`src/include/tmr2_regs.vh`:
```
/*
  register map, field positions and reset values of timer 2.
  assumes a byte-wide register port with byte-indexed offsets.
*/
`ifndef TMR2_REGS_VH
`define TMR2_REGS_VH

// ------------------------------------------------------------
// register offsets (8-bit address)
// ------------------------------------------------------------
`define TMR2_ADDR_CTRL      8'hC8
`define TMR2_ADDR_CNT_LO    8'hC9
`define TMR2_ADDR_CNT_HI    8'hCA
`define TMR2_ADDR_CAP_LO    8'hCB
`define TMR2_ADDR_CAP_HI    8'hCC
`define TMR2_ADDR_SYS       8'hCD
`define TMR2_ADDR_IRQ_STAT  8'hCE
`define TMR2_ADDR_IRQ_EN    8'hCF
`define TMR2_ADDR_IRQ_CLR   8'hD0

// ------------------------------------------------------------
// control register fields
// ------------------------------------------------------------
`define TMR2_B_CRSEL   0
`define TMR2_B_CSRC    1
`define TMR2_B_RUN     2
`define TMR2_B_TRGEN   3
`define TMR2_B_TXSEL   4
`define TMR2_B_RXSEL   5
`define TMR2_B_TRGF    6
`define TMR2_B_OVF     7

// system register fields: power-down, serial mode (2 bits)
`define TMR2_B_PDOWN   0
`define TMR2_B_SMODE   1

// interrupt bits
`define TMR2_I_OVF     0
`define TMR2_I_TRG     1
`define TMR2_I_CAP     2

`define TMR2_RST_BYTE  8'h00
`define TMR2_RST_WORD  16'h0000
`define TMR2_IRQ_W     3
`define TMR2_SMODE_1   2'h1
`define TMR2_SMODE_3   2'h3
`define TMR2_CNT_MAX   16'hFFFF
// pin synchroniser chains rest at the idle-high pin level
`define TMR2_SYNC_IDLE 3'h7

`endif

```
`src/tmr2_core.v`:
```
/*
  timer 2: 16-bit counter with auto reload, capture and baud generator
  modes, a byte register port and a level interrupt.
  assumes the external pins are asynchronous and the register port is
  driven on clk_sys_in with one-cycle strobes.
*/
`timescale 1ns/1ps
`include "tmr2_regs.vh"

module tmr2_core #(
  parameter CNT_W = 16
) (
  input  wire       clk_sys_in,
  input  wire       rst_in,
  input  wire       clk_en_in,
  input  wire [7:0] addr_in,
  input  wire [7:0] wdata_in,
  input  wire       wr_in,
  input  wire       rd_in,
  output reg  [7:0] rdata_out,
  input  wire       ext_count_pin_in,
  input  wire       trigger_pin_in,
  output reg        tx_baud_tick_out,
  output reg        rx_baud_tick_out,
  output wire       irq_out
);

  // ------------------------------------------------------------
  // state
  // ------------------------------------------------------------
  reg [7:0]       timer2_control_r;
  reg [CNT_W-1:0] count_r;
  reg [CNT_W-1:0] capture_r;
  reg [7:0]       sys_r;
  reg [`TMR2_IRQ_W-1:0] irq_stat_r;
  reg [`TMR2_IRQ_W-1:0] irq_en_r;
  reg [2:0]       cnt_pin_sync_r;
  reg [2:0]       trg_pin_sync_r;

  // ------------------------------------------------------------
  // decode
  // ------------------------------------------------------------
  wire wr_ctrl  = wr_in && (addr_in == `TMR2_ADDR_CTRL);
  wire wr_cnlo  = wr_in && (addr_in == `TMR2_ADDR_CNT_LO);
  wire wr_cnhi  = wr_in && (addr_in == `TMR2_ADDR_CNT_HI);
  wire wr_cplo  = wr_in && (addr_in == `TMR2_ADDR_CAP_LO);
  wire wr_cphi  = wr_in && (addr_in == `TMR2_ADDR_CAP_HI);
  wire wr_sys   = wr_in && (addr_in == `TMR2_ADDR_SYS);
  wire wr_ien   = wr_in && (addr_in == `TMR2_ADDR_IRQ_EN);
  wire wr_iclr  = wr_in && (addr_in == `TMR2_ADDR_IRQ_CLR);

  wire capture_reload_select = timer2_control_r[`TMR2_B_CRSEL];
  wire count_source_select   = timer2_control_r[`TMR2_B_CSRC];
  wire run_control           = timer2_control_r[`TMR2_B_RUN];
  wire trigger_enable        = timer2_control_r[`TMR2_B_TRGEN];
  wire tx_clock_select       = timer2_control_r[`TMR2_B_TXSEL];
  wire rx_clock_select       = timer2_control_r[`TMR2_B_RXSEL];
  wire power_down            = sys_r[`TMR2_B_PDOWN];
  wire [1:0] serial_mode     = sys_r[`TMR2_B_SMODE+1:`TMR2_B_SMODE];

  // mode selection from the three select bits only
  wire mode_baud    = tx_clock_select | rx_clock_select;
  wire mode_capture = ~mode_baud & capture_reload_select;
  wire mode_reload  = ~mode_baud & ~capture_reload_select;

  // ------------------------------------------------------------
  // pin synchronisers and falling edge detection
  // ------------------------------------------------------------
  // stage 0 only feeds stage 1; edges are taken between stages 1 and 2
  always @(posedge clk_sys_in) begin
    if (rst_in) begin
      cnt_pin_sync_r <= `TMR2_SYNC_IDLE;
      trg_pin_sync_r <= `TMR2_SYNC_IDLE;
    end else if (clk_en_in) begin
      cnt_pin_sync_r <= {cnt_pin_sync_r[1:0], ext_count_pin_in};
      trg_pin_sync_r <= {trg_pin_sync_r[1:0], trigger_pin_in};
    end
  end

  wire cnt_fall = cnt_pin_sync_r[2] & ~cnt_pin_sync_r[1];
  wire trg_fall = trg_pin_sync_r[2] & ~trg_pin_sync_r[1] & trigger_enable;

  // ------------------------------------------------------------
  // counting
  // ------------------------------------------------------------
  wire count_tick = count_source_select ? cnt_fall : 1'b1;
  wire counting   = run_control & ~power_down & count_tick;
  wire carry      = counting && (count_r == `TMR2_CNT_MAX);
  wire do_capture = mode_capture & trg_fall;
  wire trg_reload = mode_reload & trg_fall;
  wire do_reload  = (carry & ~mode_capture) | trg_reload;
  wire set_ovf    = carry & ~mode_baud;
  wire set_trg    = trg_fall;
  wire serial_ok  = (serial_mode == `TMR2_SMODE_1) ||
                    (serial_mode == `TMR2_SMODE_3);

  // merge a byte write into one half of a word
  function [CNT_W-1:0] put_byte;
    input [CNT_W-1:0] word;
    input [7:0]       data;
    input             hi;
    begin
      put_byte = hi ? {data, word[7:0]} : {word[CNT_W-1:8], data};
    end
  endfunction

  // counter register: software write, reload, increment
  always @(posedge clk_sys_in) begin
    if (rst_in) begin
      count_r <= `TMR2_RST_WORD;
    end else if (clk_en_in) begin
      if (wr_cnlo || wr_cnhi) begin
        count_r <= put_byte(count_r, wdata_in, wr_cnhi);
      end else if (do_reload) begin
        count_r <= capture_r;
      end else if (counting) begin
        count_r <= count_r + {{(CNT_W-1){1'b0}}, 1'b1};
      end
    end
  end

  // capture/reload pair: capture has priority over a software write
  always @(posedge clk_sys_in) begin
    if (rst_in) begin
      capture_r <= `TMR2_RST_WORD;
    end else if (clk_en_in) begin
      if (do_capture) begin
        capture_r <= count_r;
      end else if (wr_cplo || wr_cphi) begin
        capture_r <= put_byte(capture_r, wdata_in, wr_cphi);
      end
    end
  end

  // ------------------------------------------------------------
  // control register with hardware flags
  // ------------------------------------------------------------
  reg [7:0] ctrl_nxt;
  always @* begin
    ctrl_nxt = timer2_control_r;
    if (wr_ctrl) begin
      ctrl_nxt = wdata_in;
    end
    if (set_ovf) begin
      ctrl_nxt[`TMR2_B_OVF] = 1'b1;
    end
    if (set_trg) begin
      ctrl_nxt[`TMR2_B_TRGF] = 1'b1;
    end
  end

  always @(posedge clk_sys_in) begin
    if (rst_in) begin
      timer2_control_r <= `TMR2_RST_BYTE;
      sys_r            <= `TMR2_RST_BYTE;
    end else if (clk_en_in) begin
      timer2_control_r <= ctrl_nxt;
      if (wr_sys) begin
        sys_r <= wdata_in;
      end
    end
  end

  // ------------------------------------------------------------
  // serial port clock ticks
  // ------------------------------------------------------------
  always @(posedge clk_sys_in) begin
    if (rst_in) begin
      tx_baud_tick_out <= 1'b0;
      rx_baud_tick_out <= 1'b0;
    end else if (clk_en_in) begin
      tx_baud_tick_out <= carry & tx_clock_select & serial_ok;
      rx_baud_tick_out <= carry & rx_clock_select & serial_ok;
    end
  end

  // ------------------------------------------------------------
  // interrupt status, enable, clear
  // ------------------------------------------------------------
  wire [`TMR2_IRQ_W-1:0] irq_evt = {do_capture, set_trg, set_ovf};
  wire [`TMR2_IRQ_W-1:0] irq_clr = wr_iclr ? wdata_in[`TMR2_IRQ_W-1:0]
                                           : {`TMR2_IRQ_W{1'b0}};

  always @(posedge clk_sys_in) begin
    if (rst_in) begin
      irq_stat_r <= {`TMR2_IRQ_W{1'b0}};
      irq_en_r   <= {`TMR2_IRQ_W{1'b0}};
    end else if (clk_en_in) begin
      irq_stat_r <= (irq_stat_r & ~irq_clr) | irq_evt;
      if (wr_ien) begin
        irq_en_r <= wdata_in[`TMR2_IRQ_W-1:0];
      end
    end
  end

  assign irq_out = |(irq_stat_r & irq_en_r);

  // ------------------------------------------------------------
  // read port: data one cycle after the strobe
  // ------------------------------------------------------------
  reg [7:0] rd_mux;
  always @* begin
    case (addr_in)
      `TMR2_ADDR_CTRL:     rd_mux = timer2_control_r;
      `TMR2_ADDR_CNT_LO:   rd_mux = count_r[7:0];
      `TMR2_ADDR_CNT_HI:   rd_mux = count_r[CNT_W-1:8];
      `TMR2_ADDR_CAP_LO:   rd_mux = capture_r[7:0];
      `TMR2_ADDR_CAP_HI:   rd_mux = capture_r[CNT_W-1:8];
      `TMR2_ADDR_SYS:      rd_mux = sys_r;
      `TMR2_ADDR_IRQ_STAT: rd_mux = {{(8-`TMR2_IRQ_W){1'b0}}, irq_stat_r};
      `TMR2_ADDR_IRQ_EN:   rd_mux = {{(8-`TMR2_IRQ_W){1'b0}}, irq_en_r};
      default:             rd_mux = `TMR2_RST_BYTE;
    endcase
  end

  always @(posedge clk_sys_in) begin
    if (rst_in) begin
      rdata_out <= `TMR2_RST_BYTE;
    end else if (clk_en_in) begin
      rdata_out <= rd_in ? rd_mux : `TMR2_RST_BYTE;
    end
  end

endmodule

```
`config.mk`:
```
export PLATFORM = sky130hd
export DESIGN_NAME = tmr2_core
export DESIGN_NICKNAME = d
export VERILOG_FILES = /design/src/tmr2_core.v
export VERILOG_INCLUDE_DIRS = /design/src /design/src/include
export SDC_FILE = /design/constraint.sdc
export NUM_CORES = 1
export LEC_CHECK = 0
export BUFFER_PORTS_ARGS = -buffer_cell sky130_fd_sc_hd__buf_2
export CORE_MARGIN = 1
export CORE_UTILIZATION = 45
export CTS_CLUSTER_SIZE = 30
export DETAILED_ROUTE_END_ITERATION = 10
export PLACE_DENSITY = 0.66
export SLEW_MARGIN = 20
export SYNTH_ARGS = -nofsm -noshare
export SYNTH_HDL_FRONTEND = slang
export SYNTH_SLANG_ARGS = --single-unit
```
`constraint.sdc`:
```
create_clock -name clk_sys_in -period 5.1 [get_ports clk_sys_in]
set_input_delay 1.275 -clock clk_sys_in [delete_from_list [all_inputs] [get_ports clk_sys_in]]
set_output_delay 1.275 -clock clk_sys_in [all_outputs]
set_load 0.03 [all_outputs]
```
==> reports/qor.csv <==
stage,metric,value,unit
status,status,completed,
logic_synthesis,synth_nets,509,
timing,period_share,68.75,%
global_route,grt_pass1_wl,19540,microns
drt,routed_wl,12310,microns
floorplan,core_area,8678,sq um
global_route,busiest_layer,met2,
clock_network,clk_latency,360,ps
clock_network,hold_buffers,0,
timing,finalClockSkew,8.400,ps
clock_network,cts_tree,yes,
drt,dr.pass1.iters,5,
layout,area.growth.synth_to_final,7.919,%
setup_path,path_cells,buf_2 -> and2b_1 -> nand4_4 -> a31oi_1 -> nor2b_1 -> nor2_1 -> a311oi_2,
logic_synthesis,synth_commonest_cells,"70 x dfxtp_1, 59 x nor2_1, 42 x nand2_1, 31 x mux2i_1, 21 x a22oi_1",
floorplan,die_y,96.62,microns
clock_network,h-tree-depth,3,
logic_synthesis,synth_top_area_cell,dfxtp_1,
logic_synthesis,async_flop_share,0,%
setup_path,critPathLaunch,addr_in[2],
setup_path,start_kind,primary input,
drt,vias,3836,
logic_synthesis,syn_avg_cell_area,8.307,sq um
layout,instances_no_fill,603,
layout,drive_gt1_share,13.33,%
global_route,grt_pass1_vias,3615,
logic_synthesis,netlist_top_cells_area,"dfxtp_1 35%, mux2i_1 7.7%, nor2_1 5.5%",
placement,dp_hpwl,8873,microns
hold_path,min_path_type,reg -> reg,
power_and_ir_drop,power_density,246.6,nW/um^2
timing,hold_ws,451.3,ps
job,maxCapViolCount,0,
timing,relSlewSlack,25.46,%
setup_path,worstPathArrival,3790,ps
placement,port_buffers,33,
clock_network,cts_sinks,70,
global_route,grt_start_max_net_pins,39,
drt,drc,0,
drt,wl_per_cell,20.42,microns
logic_synthesis,synth_top_area_share,34.78,%
logic_synthesis,yosysWarnings,0,
clock_network,cts.reportedPaths.clkPinSlew,80,ps
global_route,grt_overflow_total,0,
setup_path,path_buf_inv,1,
layout,fin_nets,515,
timing,rsz0062_at_grt,no,
drt,antenna_left,0,
logic_synthesis,syn-cell-area,4029,sq um
placement,placedCellCount,588,
timing,tightestPinTransition,1113,ps
setup_path,r2r_cells,6,
logic_synthesis,synth-seq-cells,70,
setup_path,crit_type,in -> reg,
timing,min_period,3506,ps
setup_path,slowest_delay,840,ps
floorplan,ios,34,
logic_synthesis,netlist_instances,485,
clock_network,root_buffer,clkbuf_8,
timing,fin_setup_tns,0,ps
logic_synthesis,synth-edff-count,0,
hold_path,hold_start,rdata_out[7]$_SDFFE_PP0P_,
layout,fin_util,50.10,%
floorplan,die_w,96.62,microns
setup_path,r2r-start,timer2_control_r[0]$_SDFFE_PP0P_,
timing,drv_slew,0,
timing,fmax,285.2,MHz
logic_synthesis,yosysSeqAreaShare,34.78,%
clock_network,post_cts_resized,0,
timing,hold_viol,0,
global_route,grt_util_met1,37.00,%
power_and_ir_drop,power,1072,uW
setup_path,critPathCaptureType,flip-flop,
global_route,antenna_found_initial,0,
layout,diodes,0,
logic_synthesis,netlist-cell-type-count,63,
clock_network,clk_path_buf_depth,2,
setup_path,cp_top_family,simple AND/OR/NAND/NOR gates,
power_and_ir_drop,power.leakage,0.001483,uW
global_route,use_met3,4.046,%
clock_network,post_cts_buffers,0,
setup_path,regToRegSetupSlack,1750,ps
drt,viasPerCell,6.362,
hold_path,whs_path_depth,2,
timing,setup_viol,0,
logic_synthesis,yosysMostFrequentCell,dfxtp_1,
setup_path,critPathMaxFanout,24,
setup_path,cpMaxStageDelayCell,nor2b_1,
global_route,grt_use_met2,40.63,%
placement,gp_congestion,0.9235,
floorplan,initial_core_util,46.42,%
setup_path,cp.required,5380,ps
setup_path,worstSetupPathDepth,7,
floorplan,placementRows,34,
logic_synthesis,synth_ff_type,dfxtp_1,
floorplan,die_area,9335,sq um
clock_network,cts-buffers-inserted,9,
drt,first_iter_violations,327,
power_and_ir_drop,vdd_drop_max,0.1459,mV
global_route,track_usage,26.70,%
state kept, by name, summed over array words and instances, names as in the netlist:
| name | cells |
|---|---|
| trg_pin_sync_r | 3 |
| capture_r | 16 |
| rx_baud_tick_out | 1 |
| irq_en_r | 3 |
| tx_baud_tick_out | 1 |
| irq_stat_r | 3 |
| sys_r | 8 |
| cnt_pin_sync_r | 3 |
| count_r | 16 |
| rdata_out | 8 |
| timer2_control_r | 8 |
layer usage:
| metal | part of all wire [%] | vias up |
|---|---|---|
| met5 | 0 | - |
| met4 | 2.6 | 0 |
| met3 | 8.0 | 24 |
| met2 | 45 | 167 |
| met1 | 44 | 1844 |
| li1 | - | 1801 |
cell usage in the layout, fill, tap and decap left out, drive strengths merged, types with 7 or more instances in the layout:
cell type and count:
nor2 60, a22oi 21, mux2i 31, and2 7
nand3 17, nor3 9, a21oi 14, dfxtp 70
inv 10, a211oi 16, nand4 8, clkbuf 9
a311oi 14, o21ai 28, nand2 42, xnor2 9
buf 35, o211ai 13
power by group:
group          leakage (uW)  total, uW  switching, uW  internal, uW
Combinational      0.000827       67.4           47.2          20.2
Sequential         0.000565        552           2.59           550
Clock             0.0000911        453            231           222
tightest hold or removal path: stages (launching register included):
cell     delay [ps]
dfxtp_1         310
nand2_1          50
o21ai_1          50
stage by stage:
| step | setup WS (ps) | area, sq um |
|---|---|---|
| after global placement | 1398 | 4160 |
| final | 1594 | 4348 |
| after global routing | 1288 | 4348 |
| after CTS | 1629 | 4348 |
| after detailed placement | 1260 | 4160 |
| after floorplan | 2263 | 4029 |
cells by family (layout without fill, tap and decap cells):
| group | after synthesis | in the layout | synth area share, % |
|---|---|---|---|
| and+or+nand+nor | 177 | 177 | 22.73 |
| AOI/OAI and AO/OA | 140 | 140 | 25.25 |
| DFF | 70 | 70 | 34.78 |
| buffers and inverters | 50 | 60 | 5.497 |
| muxes | 35 | 35 | 8.820 |
| xor gates and xnor gates | 12 | 12 | 2.609 |
| adders and majority gates | 1 | 1 | 0.3105 |
worst paths after layout:
kind                                      to
setup / recovery    count_r[13]$_SDFFE_PP0P_
hold / removal     rdata_out[7]$_SDFFE_PP0P_
setup reg to reg  capture_r[10]$_SDFFE_PP0P_
hold reg to reg    rdata_out[7]$_SDFFE_PP0P_
layout make-up:
class | count | area (sq um)
sequential | 70 | 1401
clock buffer | 9 | 123.9
tap | 108 | 135.1
multi-input combinational | 365 | 2406
timing repair buffer | 35 | 180.2
inverter | 10 | 37.54
clock inverter | 6 | 63.81
fill | 878 | 4330
Power figures use the tool's default switching activity.
